**src/common/nfc_pkg.sv**
```systemverilog
// ============================================================
// Flash command controller constants
// Contract
// - Host puts unlock addresses 555H/2AAH (word) or AAAH/555H (byte).
// - Bits A11 to A19 are don't care except in program and sector cycles.
// - Program is AAH, 55H, A0H at first unlock, then location and value.
// - Erase is unlock, 80H, unlock, then 10H chip or 30H at sector.
// - Protect: reset pin high voltage, CE WE low, A6 low, A1 high, A0 low.
package nfc_pkg;
  // ============================================================
  // Widths
  localparam int ADR_W = 21;
  localparam int CNT_W = 16;
  // ============================================================
  // Register byte offsets on the Avalon slave
  localparam logic [7:0] REG_CMD = 8'h00;
  localparam logic [7:0] REG_ADDR = 8'h04;
  localparam logic [7:0] REG_DATA = 8'h08;
  localparam logic [7:0] REG_CFG = 8'h0C;
  localparam logic [7:0] REG_STAT = 8'h10;
  localparam logic [7:0] REG_RDATA = 8'h14;
  // Field positions and reset values
  localparam int CFG_BYTE_BIT = 0;
  localparam logic CFG_BYTE_RST = 1'b0;
  localparam int STAT_BUSY = 0;
  localparam int STAT_ERASE = 1;
  localparam int STAT_SUSP = 2;
  localparam int STAT_REFUSED = 3;
  localparam int STAT_MODE_LSB = 4;
  // ============================================================
  // Unlock addresses in mode units (byte mode includes the lowest bit)
  localparam logic [ADR_W-1:0] UNL1_WORD = 21'h000555;
  localparam logic [ADR_W-1:0] UNL2_WORD = 21'h0002AA;
  localparam logic [ADR_W-1:0] UNL1_BYTE = 21'h000AAA;
  localparam logic [ADR_W-1:0] UNL2_BYTE = 21'h000555;
  // Command data values
  localparam logic [7:0] D_UNL1 = 8'hAA;
  localparam logic [7:0] D_UNL2 = 8'h55;
  localparam logic [7:0] D_ID = 8'h90;
  localparam logic [7:0] D_PROG = 8'hA0;
  localparam logic [7:0] D_ESETUP = 8'h80;
  localparam logic [7:0] D_CHIP = 8'h10;
  localparam logic [7:0] D_SECT = 8'h30;
  localparam logic [7:0] D_SUSP = 8'hB0;
  localparam logic [7:0] D_RESUME = 8'h30;
  localparam logic [7:0] D_RESET = 8'hF0;
  localparam logic [7:0] D_CFI = 8'h98;
  // ============================================================
  // Timing, all least times, rounded up to 4 ns cycles
  localparam int CLK_NS = 4;
  localparam int T_ACC_NS = 90;
  localparam int T_WP_NS = 30;
  localparam int T_WPH_NS = 30;
  localparam int T_RP_NS = 500;
  localparam int T_PROT_NS = 100000;
  localparam logic [CNT_W-1:0] CYC_ACC = CNT_W'((T_ACC_NS + CLK_NS - 1) / CLK_NS);
  localparam logic [CNT_W-1:0] CYC_WP = CNT_W'((T_WP_NS + CLK_NS - 1) / CLK_NS);
  localparam logic [CNT_W-1:0] CYC_WPH = CNT_W'((T_WPH_NS + CLK_NS - 1) / CLK_NS);
  localparam logic [CNT_W-1:0] CYC_RP = CNT_W'((T_RP_NS + CLK_NS - 1) / CLK_NS);
  localparam int CYC_PROT = (T_PROT_NS + CLK_NS - 1) / CLK_NS;
  // ============================================================
  // Types
  typedef enum logic [3:0] {OP_NONE, OP_READ, OP_RESET, OP_ID, OP_PROG, OP_CERASE, OP_SERASE,
                            OP_SUSP, OP_RESUME, OP_CFI, OP_HWRST, OP_PROTECT, OP_UNPROTECT} nfc_op_t;
  typedef enum logic [1:0] {KIND_RD, KIND_WR, KIND_RST, KIND_HV} nfc_kind_t;
  typedef enum logic [1:0] {MODE_ARRAY, MODE_ID, MODE_CFI} nfc_mode_t;
endpackage

```
**src/design/nfc_ctrl.sv**
```systemverilog
// The register addresses and the Avalon-MM register port were chosen for this implementation.
`timescale 1ns/1ns
// ============================================================
// Flash command controller: Avalon registers, command sequencer
module nfc_ctrl
  import nfc_pkg::*;
#(
  parameter int PROT_CYC = CYC_PROT
) (
  // Clock and reset
  input wire logic mclk,
  input wire logic rst,
  // Avalon-MM slave
  input wire logic [7:0] avs_address,
  input wire logic avs_read,
  input wire logic avs_write,
  input wire logic [31:0] avs_writedata,
  input wire logic [3:0] avs_byteenable,
  output logic [31:0] avs_readdata,
  output logic avs_waitrequest,
  // Flash pins
  output logic fl_ce_n,
  output logic fl_oe_n,
  output logic fl_we_n,
  output logic fl_reset_n,
  output logic fl_hv_en,
  output logic fl_byte_n,
  output logic [19:0] fl_addr,
  input wire logic [15:0] fl_dq_in,
  output logic [15:0] fl_dq_out,
  output logic [15:0] fl_dq_oe
);
  typedef enum logic [1:0] {Q_IDLE, Q_ISSUE, Q_WAIT} nfc_seq_t;
  nfc_seq_t q_reg, q_next;
  nfc_op_t op_reg, op_next, cmd_op;
  nfc_mode_t mode_reg, mode_next;
  nfc_kind_t eng_kind_reg, eng_kind_next, tbl_kind;
  logic [2:0] step_reg, step_next;
  logic [ADR_W-1:0] addr_reg, addr_next, eng_addr_reg, eng_addr_next, tbl_addr, u1, u2, prot_addr;
  logic [15:0] data_reg, data_next, eng_wdata_reg, eng_wdata_next, tbl_data, rdata_reg, rdata_next, eng_rdata;
  logic [CNT_W-1:0] eng_len_reg, eng_len_next, tbl_len;
  logic byte_reg, byte_next, erase_reg, erase_next, susp_reg, susp_next, refused_reg, refused_next;
  logic eng_start_reg, eng_start_next, eng_done, tbl_last;
  logic wr_fire, cmd_go, cmd_bad;
  logic [31:0] rd_next, wmask;
  logic [7:0] sector;

  // ============================================================
  // Bus cycle engine
  nfc_cycle u_cycle (
    .mclk(mclk), .rst(rst),
    .start(eng_start_reg), .kind(eng_kind_reg), .addr(eng_addr_reg), .wdata(eng_wdata_reg),
    .byte_mode(byte_reg), .len(eng_len_reg),
    .done(eng_done), .rdata(eng_rdata),
    .fl_ce_n(fl_ce_n), .fl_oe_n(fl_oe_n), .fl_we_n(fl_we_n), .fl_reset_n(fl_reset_n),
    .fl_hv_en(fl_hv_en), .fl_byte_n(fl_byte_n), .fl_addr(fl_addr),
    .fl_dq_in(fl_dq_in), .fl_dq_out(fl_dq_out), .fl_dq_oe(fl_dq_oe)
  );

  // ============================================================
  // Step table: address, data and kind of each bus cycle
  always_comb begin
    // Unlock pair depends on bus width; upper bits stay low
    u1 = byte_reg ? UNL1_BYTE : UNL1_WORD;
    u2 = byte_reg ? UNL2_BYTE : UNL2_WORD;
    // Sector on A19..A12, A6 picks protect or chip unprotect, A1 high, A0 low
    sector = byte_reg ? addr_reg[20:13] : addr_reg[19:12];
    prot_addr = {1'b0, sector, 5'h00, (op_reg == OP_UNPROTECT), 4'h0, 2'b10};
    if (byte_reg) begin
      prot_addr = {sector, 5'h00, (op_reg == OP_UNPROTECT), 4'h0, 2'b10, 1'b0};
    end
    tbl_kind = KIND_WR;
    tbl_len = CYC_WP;
    tbl_addr = u1;
    tbl_data = {8'h00, D_UNL1};
    tbl_last = 1'b0;
    // Unlock prefix shared by the multi-cycle sequences
    if (step_reg == 3'd1 || step_reg == 3'd4) begin
      tbl_addr = u2;
      tbl_data = {8'h00, D_UNL2};
    end
    unique case (op_reg)
      OP_READ: begin
        tbl_kind = KIND_RD;
        tbl_len = CYC_ACC;
        tbl_addr = addr_reg;
        tbl_last = 1'b1;
      end
      OP_ID: begin
        // Entry for identifier and protect verify reads
        if (step_reg == 3'd2) begin
          tbl_data = {8'h00, D_ID};
          tbl_last = 1'b1;
        end
      end
      OP_PROG: begin
        if (step_reg == 3'd2) begin
          tbl_data = {8'h00, D_PROG};
        end else if (step_reg == 3'd3) begin
          tbl_addr = addr_reg;
          tbl_data = data_reg;
          tbl_last = 1'b1;
        end
      end
      OP_CERASE, OP_SERASE: begin
        if (step_reg == 3'd2) begin
          tbl_data = {8'h00, D_ESETUP};
        end else if (step_reg == 3'd5) begin
          tbl_last = 1'b1;
          tbl_data = {8'h00, (op_reg == OP_CERASE) ? D_CHIP : D_SECT};
          if (op_reg == OP_SERASE) begin
            tbl_addr = addr_reg;
          end
        end
      end
      OP_RESET, OP_SUSP, OP_RESUME: begin
        // Single writes at a don't-care address
        tbl_addr = addr_reg;
        tbl_data = {8'h00, (op_reg == OP_RESET) ? D_RESET : ((op_reg == OP_SUSP) ? D_SUSP : D_RESUME)};
        tbl_last = 1'b1;
      end
      OP_CFI: begin
        tbl_data = {8'h00, D_CFI};
        tbl_last = 1'b1;
      end
      OP_HWRST: begin
        tbl_kind = KIND_RST;
        tbl_len = CYC_RP;
        tbl_last = 1'b1;
      end
      OP_PROTECT, OP_UNPROTECT: begin
        tbl_kind = KIND_HV;
        tbl_len = CNT_W'(PROT_CYC);
        tbl_addr = prot_addr;
        tbl_last = 1'b1;
      end
      default: begin
        tbl_last = 1'b1;
      end
    endcase
  end

  // ============================================================
  // Register access and sequencing
  always_comb begin
    wmask = {{8{avs_byteenable[3]}}, {8{avs_byteenable[2]}}, {8{avs_byteenable[1]}}, {8{avs_byteenable[0]}}};
    wr_fire = avs_write && !avs_waitrequest;
    cmd_op = nfc_op_t'(avs_writedata[3:0]);
    // Suspend and resume only while a sector erase runs
    cmd_bad = (q_reg != Q_IDLE) || (avs_writedata[3:0] == 4'h0) || (avs_writedata[3:0] > 4'hC) ||
              ((cmd_op == OP_SUSP || cmd_op == OP_RESUME) && !erase_reg);
    cmd_go = wr_fire && (avs_address == REG_CMD) && avs_byteenable[0] && !cmd_bad;
    q_next = q_reg;
    op_next = op_reg;
    step_next = step_reg;
    mode_next = mode_reg;
    addr_next = addr_reg;
    data_next = data_reg;
    byte_next = byte_reg;
    erase_next = erase_reg;
    susp_next = susp_reg;
    refused_next = refused_reg;
    rdata_next = rdata_reg;
    eng_start_next = 1'b0;
    eng_kind_next = eng_kind_reg;
    eng_addr_next = eng_addr_reg;
    eng_wdata_next = eng_wdata_reg;
    eng_len_next = eng_len_reg;
    if (wr_fire) begin
      unique case (avs_address)
        REG_ADDR: addr_next = ADR_W'((addr_reg & ~wmask[ADR_W-1:0]) | (avs_writedata[ADR_W-1:0] & wmask[ADR_W-1:0]));
        REG_DATA: data_next = (data_reg & ~wmask[15:0]) | (avs_writedata[15:0] & wmask[15:0]);
        REG_CFG: begin
          if (q_reg == Q_IDLE && avs_byteenable[0]) begin
            byte_next = avs_writedata[CFG_BYTE_BIT];
          end
        end
        REG_STAT: begin
          if (avs_byteenable[0] && avs_writedata[STAT_ERASE]) begin
            erase_next = 1'b0;
            susp_next = 1'b0;
          end
        end
        REG_CMD: refused_next = !cmd_go;
        default: ;
      endcase
    end
    unique case (q_reg)
      Q_IDLE: begin
        if (cmd_go) begin
          op_next = cmd_op;
          step_next = 3'd0;
          q_next = Q_ISSUE;
        end
      end
      Q_ISSUE: begin
        eng_start_next = 1'b1;
        eng_kind_next = tbl_kind;
        eng_addr_next = tbl_addr;
        eng_wdata_next = tbl_data;
        eng_len_next = tbl_len;
        q_next = Q_WAIT;
      end
      Q_WAIT: begin
        if (eng_done) begin
          // Device acts only once the full sequence is out
          if (tbl_last) begin
            q_next = Q_IDLE;
            unique case (op_reg)
              OP_READ: rdata_next = eng_rdata;
              OP_ID: mode_next = MODE_ID;
              OP_CFI: mode_next = MODE_CFI;
              OP_SERASE: erase_next = 1'b1;
              OP_SUSP: susp_next = 1'b1;
              OP_RESUME: susp_next = 1'b0;
              OP_RESET, OP_HWRST: begin
                mode_next = MODE_ARRAY;
                erase_next = 1'b0;
                susp_next = 1'b0;
              end
              default: mode_next = MODE_ARRAY;
            endcase
          end else begin
            step_next = step_reg + 3'd1;
            q_next = Q_ISSUE;
          end
        end
      end
      default: q_next = Q_IDLE;
    endcase
    // Read data snapshot while waitrequest is still high
    unique case (avs_address)
      REG_ADDR: rd_next = {11'h000, addr_reg};
      REG_DATA: rd_next = {16'h0000, data_reg};
      REG_CFG: rd_next = {31'h00000000, byte_reg};
      REG_STAT: rd_next = {26'h0000000, mode_reg, refused_reg, susp_reg, erase_reg, (q_reg != Q_IDLE)};
      REG_RDATA: rd_next = {16'h0000, rdata_reg};
      default: rd_next = 32'h00000000;
    endcase
  end

  // Registers; one wait cycle on every access
  always_ff @(posedge mclk) begin
    if (rst) begin
      q_reg <= Q_IDLE;
      op_reg <= OP_NONE;
      step_reg <= 3'd0;
      mode_reg <= MODE_ARRAY;
      addr_reg <= '0;
      data_reg <= 16'h0000;
      byte_reg <= CFG_BYTE_RST;
      erase_reg <= 1'b0;
      susp_reg <= 1'b0;
      refused_reg <= 1'b0;
      rdata_reg <= 16'h0000;
      eng_start_reg <= 1'b0;
      eng_kind_reg <= KIND_RD;
      eng_addr_reg <= '0;
      eng_wdata_reg <= 16'h0000;
      eng_len_reg <= CYC_WP;
      avs_waitrequest <= 1'b1;
      avs_readdata <= 32'h00000000;
    end else begin
      q_reg <= q_next;
      op_reg <= op_next;
      step_reg <= step_next;
      mode_reg <= mode_next;
      addr_reg <= addr_next;
      data_reg <= data_next;
      byte_reg <= byte_next;
      erase_reg <= erase_next;
      susp_reg <= susp_next;
      refused_reg <= refused_next;
      rdata_reg <= rdata_next;
      eng_start_reg <= eng_start_next;
      eng_kind_reg <= eng_kind_next;
      eng_addr_reg <= eng_addr_next;
      eng_wdata_reg <= eng_wdata_next;
      eng_len_reg <= eng_len_next;
      avs_waitrequest <= !((avs_read || avs_write) && avs_waitrequest);
      avs_readdata <= rd_next;
    end
  end

  // ============================================================
  // Checks
  susp_gate_a: assert property (@(posedge mclk) disable iff (rst)
    cmd_go && (cmd_op == OP_SUSP || cmd_op == OP_RESUME) |-> erase_reg)
    else $error("Suspend or resume outside sector erase");
  unlock_first_a: assert property (@(posedge mclk) disable iff (rst)
    eng_start_reg && step_reg == 3'd0 && (op_reg inside {OP_ID, OP_PROG, OP_CERASE, OP_SERASE}) |->
    eng_addr_reg == (byte_reg ? UNL1_BYTE : UNL1_WORD) && eng_wdata_reg[7:0] == D_UNL1)
    else $error("First unlock cycle wrong");
  prog_fourth_a: assert property (@(posedge mclk) disable iff (rst)
    eng_start_reg && op_reg == OP_PROG && step_reg == 3'd3 |-> eng_addr_reg == addr_reg && eng_wdata_reg == data_reg)
    else $error("Program cycle carries wrong location or value");
  erase_sixth_a: assert property (@(posedge mclk) disable iff (rst)
    eng_start_reg && op_reg == OP_SERASE && step_reg == 3'd5 |-> eng_addr_reg == addr_reg && eng_wdata_reg[7:0] == D_SECT)
    else $error("Sector erase cycle wrong");
  hwrst_mode_a: assert property (@(posedge mclk) disable iff (rst)
    $rose(fl_reset_n) |-> ##[1:12] (mode_reg == MODE_ARRAY && !erase_reg))
    else $error("Mode not back to array after hardware reset");
  protect_pins_a: assert property (@(posedge mclk) disable iff (rst)
    fl_hv_en && !fl_we_n |-> !fl_ce_n && fl_addr[1:0] == 2'b10 && fl_reset_n)
    else $error("Protect pulse pin pattern wrong");
  ack_one_a: assert property (@(posedge mclk) disable iff (rst) !avs_waitrequest |=> avs_waitrequest)
    else $error("Waitrequest low for more than one cycle");
endmodule

```
**src/design/nfc_cycle.sv**
```systemverilog
`timescale 1ns/1ns
// ============================================================
// One flash bus cycle: setup, strobe, recovery
module nfc_cycle
  import nfc_pkg::*;
(
  // Clock and reset
  input wire logic mclk,
  input wire logic rst,
  // Request
  input wire logic start,
  input wire nfc_kind_t kind,
  input wire logic [ADR_W-1:0] addr,
  input wire logic [15:0] wdata,
  input wire logic byte_mode,
  input wire logic [CNT_W-1:0] len,
  // Answer
  output logic done,
  output logic [15:0] rdata,
  // Flash pins
  output logic fl_ce_n,
  output logic fl_oe_n,
  output logic fl_we_n,
  output logic fl_reset_n,
  output logic fl_hv_en,
  output logic fl_byte_n,
  output logic [19:0] fl_addr,
  input wire logic [15:0] fl_dq_in,
  output logic [15:0] fl_dq_out,
  output logic [15:0] fl_dq_oe
);
  typedef enum logic [1:0] {S_IDLE, S_SETUP, S_STROBE, S_RECOVER} nfc_cst_t;
  nfc_cst_t st_reg, st_next;
  nfc_kind_t kind_reg, kind_next;
  logic [CNT_W-1:0] cnt_reg, cnt_next;
  logic done_next, ce_n_next, oe_n_next, we_n_next, reset_n_next, hv_next, byte_n_next;
  logic [15:0] rdata_next, dq_out_next, dq_oe_next;
  logic [19:0] addr_next;
  logic is_wr;

  // ============================================================
  // Next-state logic
  always_comb begin
    st_next = st_reg;
    kind_next = kind_reg;
    cnt_next = cnt_reg;
    done_next = 1'b0;
    rdata_next = rdata;
    ce_n_next = fl_ce_n;
    oe_n_next = fl_oe_n;
    we_n_next = fl_we_n;
    reset_n_next = fl_reset_n;
    hv_next = fl_hv_en;
    byte_n_next = fl_byte_n;
    addr_next = fl_addr;
    dq_out_next = fl_dq_out;
    dq_oe_next = fl_dq_oe;
    is_wr = (kind == KIND_WR) || (kind == KIND_HV);
    unique case (st_reg)
      S_IDLE: begin
        // Byte pin only moves between cycles, so width never changes mid-access
        byte_n_next = !byte_mode;
        if (start) begin
          kind_next = kind;
          cnt_next = len - CNT_W'(1);
          ce_n_next = (kind == KIND_RST);
          hv_next = (kind == KIND_HV);
          if (byte_mode) begin
            // Lowest address bit rides on data 15, upper data floats
            addr_next = addr[20:1];
            dq_out_next = {addr[0], 7'h00, wdata[7:0]};
            dq_oe_next = (kind == KIND_RST) ? 16'h0000 : (is_wr ? 16'h80FF : 16'h8000);
          end else begin
            addr_next = addr[19:0];
            dq_out_next = wdata;
            dq_oe_next = is_wr ? 16'hFFFF : 16'h0000;
          end
          st_next = S_SETUP;
        end
      end
      S_SETUP: begin
        // Read lowers OE only, writes lower WE only
        oe_n_next = (kind_reg != KIND_RD);
        we_n_next = !((kind_reg == KIND_WR) || (kind_reg == KIND_HV));
        reset_n_next = (kind_reg != KIND_RST);
        st_next = S_STROBE;
      end
      S_STROBE: begin
        if (cnt_reg == '0) begin
          if (kind_reg == KIND_RD) begin
            rdata_next = fl_byte_n ? fl_dq_in : {8'h00, fl_dq_in[7:0]};
          end
          oe_n_next = 1'b1;
          we_n_next = 1'b1;
          reset_n_next = 1'b1;
          cnt_next = CYC_WPH - CNT_W'(1);
          st_next = S_RECOVER;
        end else begin
          cnt_next = cnt_reg - CNT_W'(1);
        end
      end
      S_RECOVER: begin
        // Recovery also serves as the settle time after a reset pulse
        if (cnt_reg == '0) begin
          ce_n_next = 1'b1;
          hv_next = 1'b0;
          dq_oe_next = 16'h0000;
          done_next = 1'b1;
          st_next = S_IDLE;
        end else begin
          cnt_next = cnt_reg - CNT_W'(1);
        end
      end
    endcase
  end

  // Registers; pins rest idle with reset released
  always_ff @(posedge mclk) begin
    if (rst) begin
      st_reg <= S_IDLE;
      kind_reg <= KIND_RD;
      cnt_reg <= '0;
      done <= 1'b0;
      rdata <= 16'h0000;
      fl_ce_n <= 1'b1;
      fl_oe_n <= 1'b1;
      fl_we_n <= 1'b1;
      fl_reset_n <= 1'b1;
      fl_hv_en <= 1'b0;
      fl_byte_n <= 1'b1;
      fl_addr <= 20'h00000;
      fl_dq_out <= 16'h0000;
      fl_dq_oe <= 16'h0000;
    end else begin
      st_reg <= st_next;
      kind_reg <= kind_next;
      cnt_reg <= cnt_next;
      done <= done_next;
      rdata <= rdata_next;
      fl_ce_n <= ce_n_next;
      fl_oe_n <= oe_n_next;
      fl_we_n <= we_n_next;
      fl_reset_n <= reset_n_next;
      fl_hv_en <= hv_next;
      fl_byte_n <= byte_n_next;
      fl_addr <= addr_next;
      fl_dq_out <= dq_out_next;
      fl_dq_oe <= dq_oe_next;
    end
  end

  // ============================================================
  // Checks
  oe_we_excl_a: assert property (@(posedge mclk) disable iff (rst) !(!fl_oe_n && !fl_we_n))
    else $error("OE and WE low together");
  byte_upper_off_a: assert property (@(posedge mclk) disable iff (rst) !fl_byte_n |-> fl_dq_oe[14:8] == 7'h00)
    else $error("Upper data driven in byte mode");
  we_pulse_len_a: assert property (@(posedge mclk) disable iff (rst) $fell(fl_we_n) |-> !fl_we_n [*8])
    else $error("Write strobe too short");
  reset_quiet_a: assert property (@(posedge mclk) disable iff (rst) !fl_reset_n |-> fl_ce_n && fl_dq_oe == 16'h0000)
    else $error("Access during reset pulse");
endmodule

```
**config.mk**
```make
export PLATFORM = sky130hd
export DESIGN_NAME = nfc_ctrl
export DESIGN_NICKNAME = d
export VERILOG_FILES = /design/src/common/nfc_pkg.sv /design/src/design/nfc_ctrl.sv /design/src/design/nfc_cycle.sv
export SDC_FILE = /design/constraint.sdc
export NUM_CORES = 1
export LEC_CHECK = 0
export ABC_AREA = 1
export BUFFER_PORTS_ARGS = -buffer_cell sky130_fd_sc_hd__clkbuf_2
export CORE_ASPECT_RATIO = 1.4
export CORE_MARGIN = 10
export CORE_UTILIZATION = 39
export DETAILED_ROUTE_END_ITERATION = 8
export SKIP_CTS_REPAIR_TIMING = 1
export SLEW_MARGIN = 20
export SYNTH_ARGS = -nofsm -noshare
export SYNTH_HDL_FRONTEND = slang
export SYNTH_SLANG_ARGS = --single-unit
```
**constraint.sdc**
```tcl
create_clock -name mclk -period 4.9 [get_ports mclk]
set_input_delay 0.735 -clock mclk [delete_from_list [all_inputs] [get_ports mclk]]
set_output_delay 0.735 -clock mclk [all_outputs]
set_load 0.1 [all_outputs]
```
==> reports/summary.md <==
The die span in x is 157 um, and the number of library cell types mapped by synthesis is 48. The worst-case clock skew is 0.00784 ns. The largest net degree at the start of global routing is 88.

For the area of the core, the log shows 0.0260 mm^2. For this run, the number of Yosys warnings is 0. In this run the worst setup path terminates at u_cycle.cnt_reg[11]$_SDFFE_PP0P_. In this run the worst path has a maximum fanout of 20.

At the pin with the least slew margin, the transition time is 0.965 ns. The leakage power is 5.07 nW. The ratio of routed vias to standard cells came out at 4.99. Dividing the detail-routed wire length by the instance count gives 15.2 um. The clock edge transition at the registers on the reported setup and hold paths came out at 0.07 ns. The first detailed-routing pass took 5 iterations. STA classifies the critical path endpoint as a flop. In the synthesized netlist, the number of instances is 1442. Relative to the synthesized area, the layout overhead comes to 13.7%. The run gives 46.2 mm as the global-route wire length before repair. Sorting the synthesized cells by how often they occur yields nand2_1 (303), dfxtp_1 (217), inv_1 (160).

The number of enable flip-flop cells after synthesis was 0. The logs give 1 for the H-tree depth and 9338 for the total vias in the final route. The period utilization came out at 55.6%.

Wires add up to 28.4 mm. Counting flops with an async set or reset pin after synthesis yields a share of 0%. The clock network latency to the later pin of the worst-skew pair was 0.52 ns; the standard-cell row count was 70.

The logs give 0.0102 mm^2 for the total standard cell area after synthesis and 20.2% for the met1 demand-to-capacity share in global routing. The logs give 35.6% for the normalized max-slew margin and 0.871 for the routability congestion estimate from global placement. In this run the clock root is driven by a clkbuf_16. The number of global-route vias before repair was 9116.

The startpoint of the lowest-slack register-to-register path was u_cycle.st_reg[1]$_SDFFE_PP0P_. Clock tree synthesis inserted a total of 22 buffers. Buffers placed on the I/O ports in this run total 131. The tools report the total congestion overflow as 0. Across the run, the number of max-cap violations was 0. Across all register-to-register paths, the minimum setup slack is 2.18 ns. In this run the deepest clock path goes through 3 buffers. The kind of path behind the tightest hold check was input port to flop. TritonCTS built the clock tree.

The die covers 0.0332 mm^2. Summed over all nets, the half-perimeter wirelength after detailed placement is 21.3 mm. The achievable clock frequency was 367 MHz; the required time at the endpoint of the critical path was 5.29 ns. The total negative slack came out at 0 ns. The busiest layer in global routing was met2. The number of max-slew violations in the final report came out at 0.

Tracing the worst setup path back leads to its startpoint at u_cycle.st_reg[1]$_SDFFE_PP0P_. STA classifies the critical path startpoint as a flop. Synthesized flop and latch total: 217.

The final hold violation count was 0; the number of clock sinks was 217. The residual antenna-violating net count after detailed routing was 0. The most frequent cell after synthesis is nand2_1. Counting cells, the worst reg-to-reg path comes to 8.

The synthesized design devotes to its leading area cell type 42.5% of total area. The run gives 42.5% as the sequential fraction of the synthesis area. The flow ran to the end, and the final reports show no timing, DRC or antenna violations. Global routing consumed, on the met3 layer, 3.05% of the routing resources.

The initial core utilization was 39.3%. Total power for the finished layout comes to 4.59 mW. After the last flow step, the layout net total stands at 1611.

The critical path is of the flop to flop type. Setup violations remaining at the end of the flow were counted as 0. Pin placement for this block handled 155 I/O pins.

After synthesis, the cell types taking the most area are dfxtp_1 (43%), nand2_1 (11%), a21oi_1 (7.4%), inv_1 (5.9%), nor2_1 (5.4%). The post-synthesis cell type with the largest combined area was dfxtp_1. In this run the mean area of a mapped cell was 7.09 um^2. In the final layout, the multi-input gates occupy 0.00482 mm^2.

Cells with a size suffix above 1 make up 15.0% of the layout. Data on the critical path arrives at its endpoint at 3.11 ns. In the routed design, unresolved DRC markers number 0. The global-route total usage across every layer was 16.8%.

The initial antenna violation count came out at 0. For this design the ratio of total power to cell area is 395 mW/mm^2. In this run the critical register-to-register path is captured at u_cycle.cnt_reg[11]$_SDFFE_PP0P_. The shortest period the worst path allows was 2.72 ns; the met2 global-route usage was 29.7%. The run gives 0.00434 mm^2 as the footprint of the flip-flops and latches. For this run, the leading register cell type out of synthesis is dfxtp_1. In this run the vertical extent of the chip is 212 um. Setup repair after global routing left no endpoint under its margin. IR analysis of the VDD net gives a maximum drop of 233 uV. In this run, the number of DRC markers left after iteration 0 of detailed routing was 459. Number of filler instances in the final layout: 2734.
[layer usage]
layer	wire, um	share of wire (%)	vias to the layer above
met5	0	0	-
met1	12400	44	4217
met4	554	1.9	0
li1	-	-	4842
met3	1670	5.9	37
met2	13800	49	242
[power breakdown]
group | switching, mW | total [mW] | internal, mW | leakage (nW)
registers | 0.0904 | 1.96 | 1.87 | 1.75
clock network | 0.718 | 1.61 | 0.888 | 0.344
logic | 0.706 | 1.02 | 0.314 | 2.98
total | 1.52 | 4.59 | 3.08 | 5.07
[cell families (layout without fill, tap and decap cells)]
group | Yosys count | after routing | synth area share [%]
AND/OR/NAND/NOR | 629 | 629 | 27.0
buffers and inverters | 254 | 348 | 10.7
flip-flops | 217 | 217 | 42.5
other | 1 | 12 | 0.0367
XOR/XNOR | 7 | 7 | 0.600
adder cells (fa/ha/maj) | 16 | 16 | 1.96
AO/OA/AOI/OAI | 318 | 318 | 17.2
[how the worst min path moves through the flow]
stage / startpoint / end / slack [ns] / depth (start not counted)
after floorplan: mode_reg[0]$_SDFFE_PP0P_ / mode_reg[0]$_SDFFE_PP0P_ / 0.42 / 2
after global placement: avs_waitrequest$_SDFF_PP1_ / avs_waitrequest$_SDFF_PP1_ / 0.42 / 1
after detailed placement: avs_waitrequest$_SDFF_PP1_ / avs_waitrequest$_SDFF_PP1_ / 0.43 / 1
after CTS: avs_read / avs_waitrequest$_SDFF_PP1_ / 0.40 / 2
after global routing: avs_read / avs_waitrequest$_SDFF_PP1_ / 0.41 / 2
final: avs_read / avs_waitrequest$_SDFF_PP1_ / 0.41 / 2
[worst max-delay path, cell delays in order, from the launching register on]
cell     delay, ns
dfxtp_1       0.37
inv_1         0.11
ha_1          0.26
nand2_1       0.56
o21ai_0       0.24
nand2_1       0.38
inv_1         0.34
o21ai_0       0.26
a21oi_1       0.06
[through the flow]
step | instance area (um^2) | cells | util [%] | hold slack (ns) | setup WS [ns]
CTS | 11600 | 1870 | 44.7 | 0.400 | 2.17
global placement | 10900 | 1831 | 42.0 | 0.424 | 1.92
global route | 11600 | 1870 | 44.7 | 0.412 | 1.79
detailed placement | 10900 | 1831 | 42.0 | 0.429 | 1.90
floorplan | 10300 | 1452 | - | 0.424 | 2.68
finish | 11600 | 1871 | 44.7 | 0.415 | 2.18
[final cells by class]
class	count	share of cell area (%)
Tap cell	324	3.49
Clock buffer	27	5.24
Sequential cell	217	37.4
Clock inverter	12	0.689
Antenna cell	1	0.0215
Multi-Input combinational cell	981	41.5
Timing Repair Buffer	140	6.22
Inverter	169	5.48
[layout by cell type, fill, tap and decap left out, types with 4 or more instances in the layout]
| master | count |
|---|---|
| o211ai_1 | 29 |
| a21oi_1 | 151 |
| clkinv_2 | 10 |
| nor3_1 | 23 |
| inv_2 | 5 |
| a211oi_1 | 12 |
| o21ai_0 | 101 |
| dfxtp_1 | 217 |
| o22ai_1 | 5 |
| or2_2 | 11 |
| nand4_1 | 9 |
| o21ai_1 | 4 |
| ha_1 | 16 |
| nor2_4 | 6 |
| nor2_1 | 147 |
| nand2_2 | 11 |
| xor2_1 | 4 |
| conb_1 | 11 |
| o21ai_2 | 4 |
| nand2_1 | 303 |
| clkbuf_2 | 130 |
| buf_4 | 9 |
| nand3_1 | 104 |
| nor2_2 | 4 |
| inv_1 | 159 |
| clkbuf_16 | 22 |
| clkbuf_8 | 4 |
No activity file was read; power rests on OpenSTA's default activity.
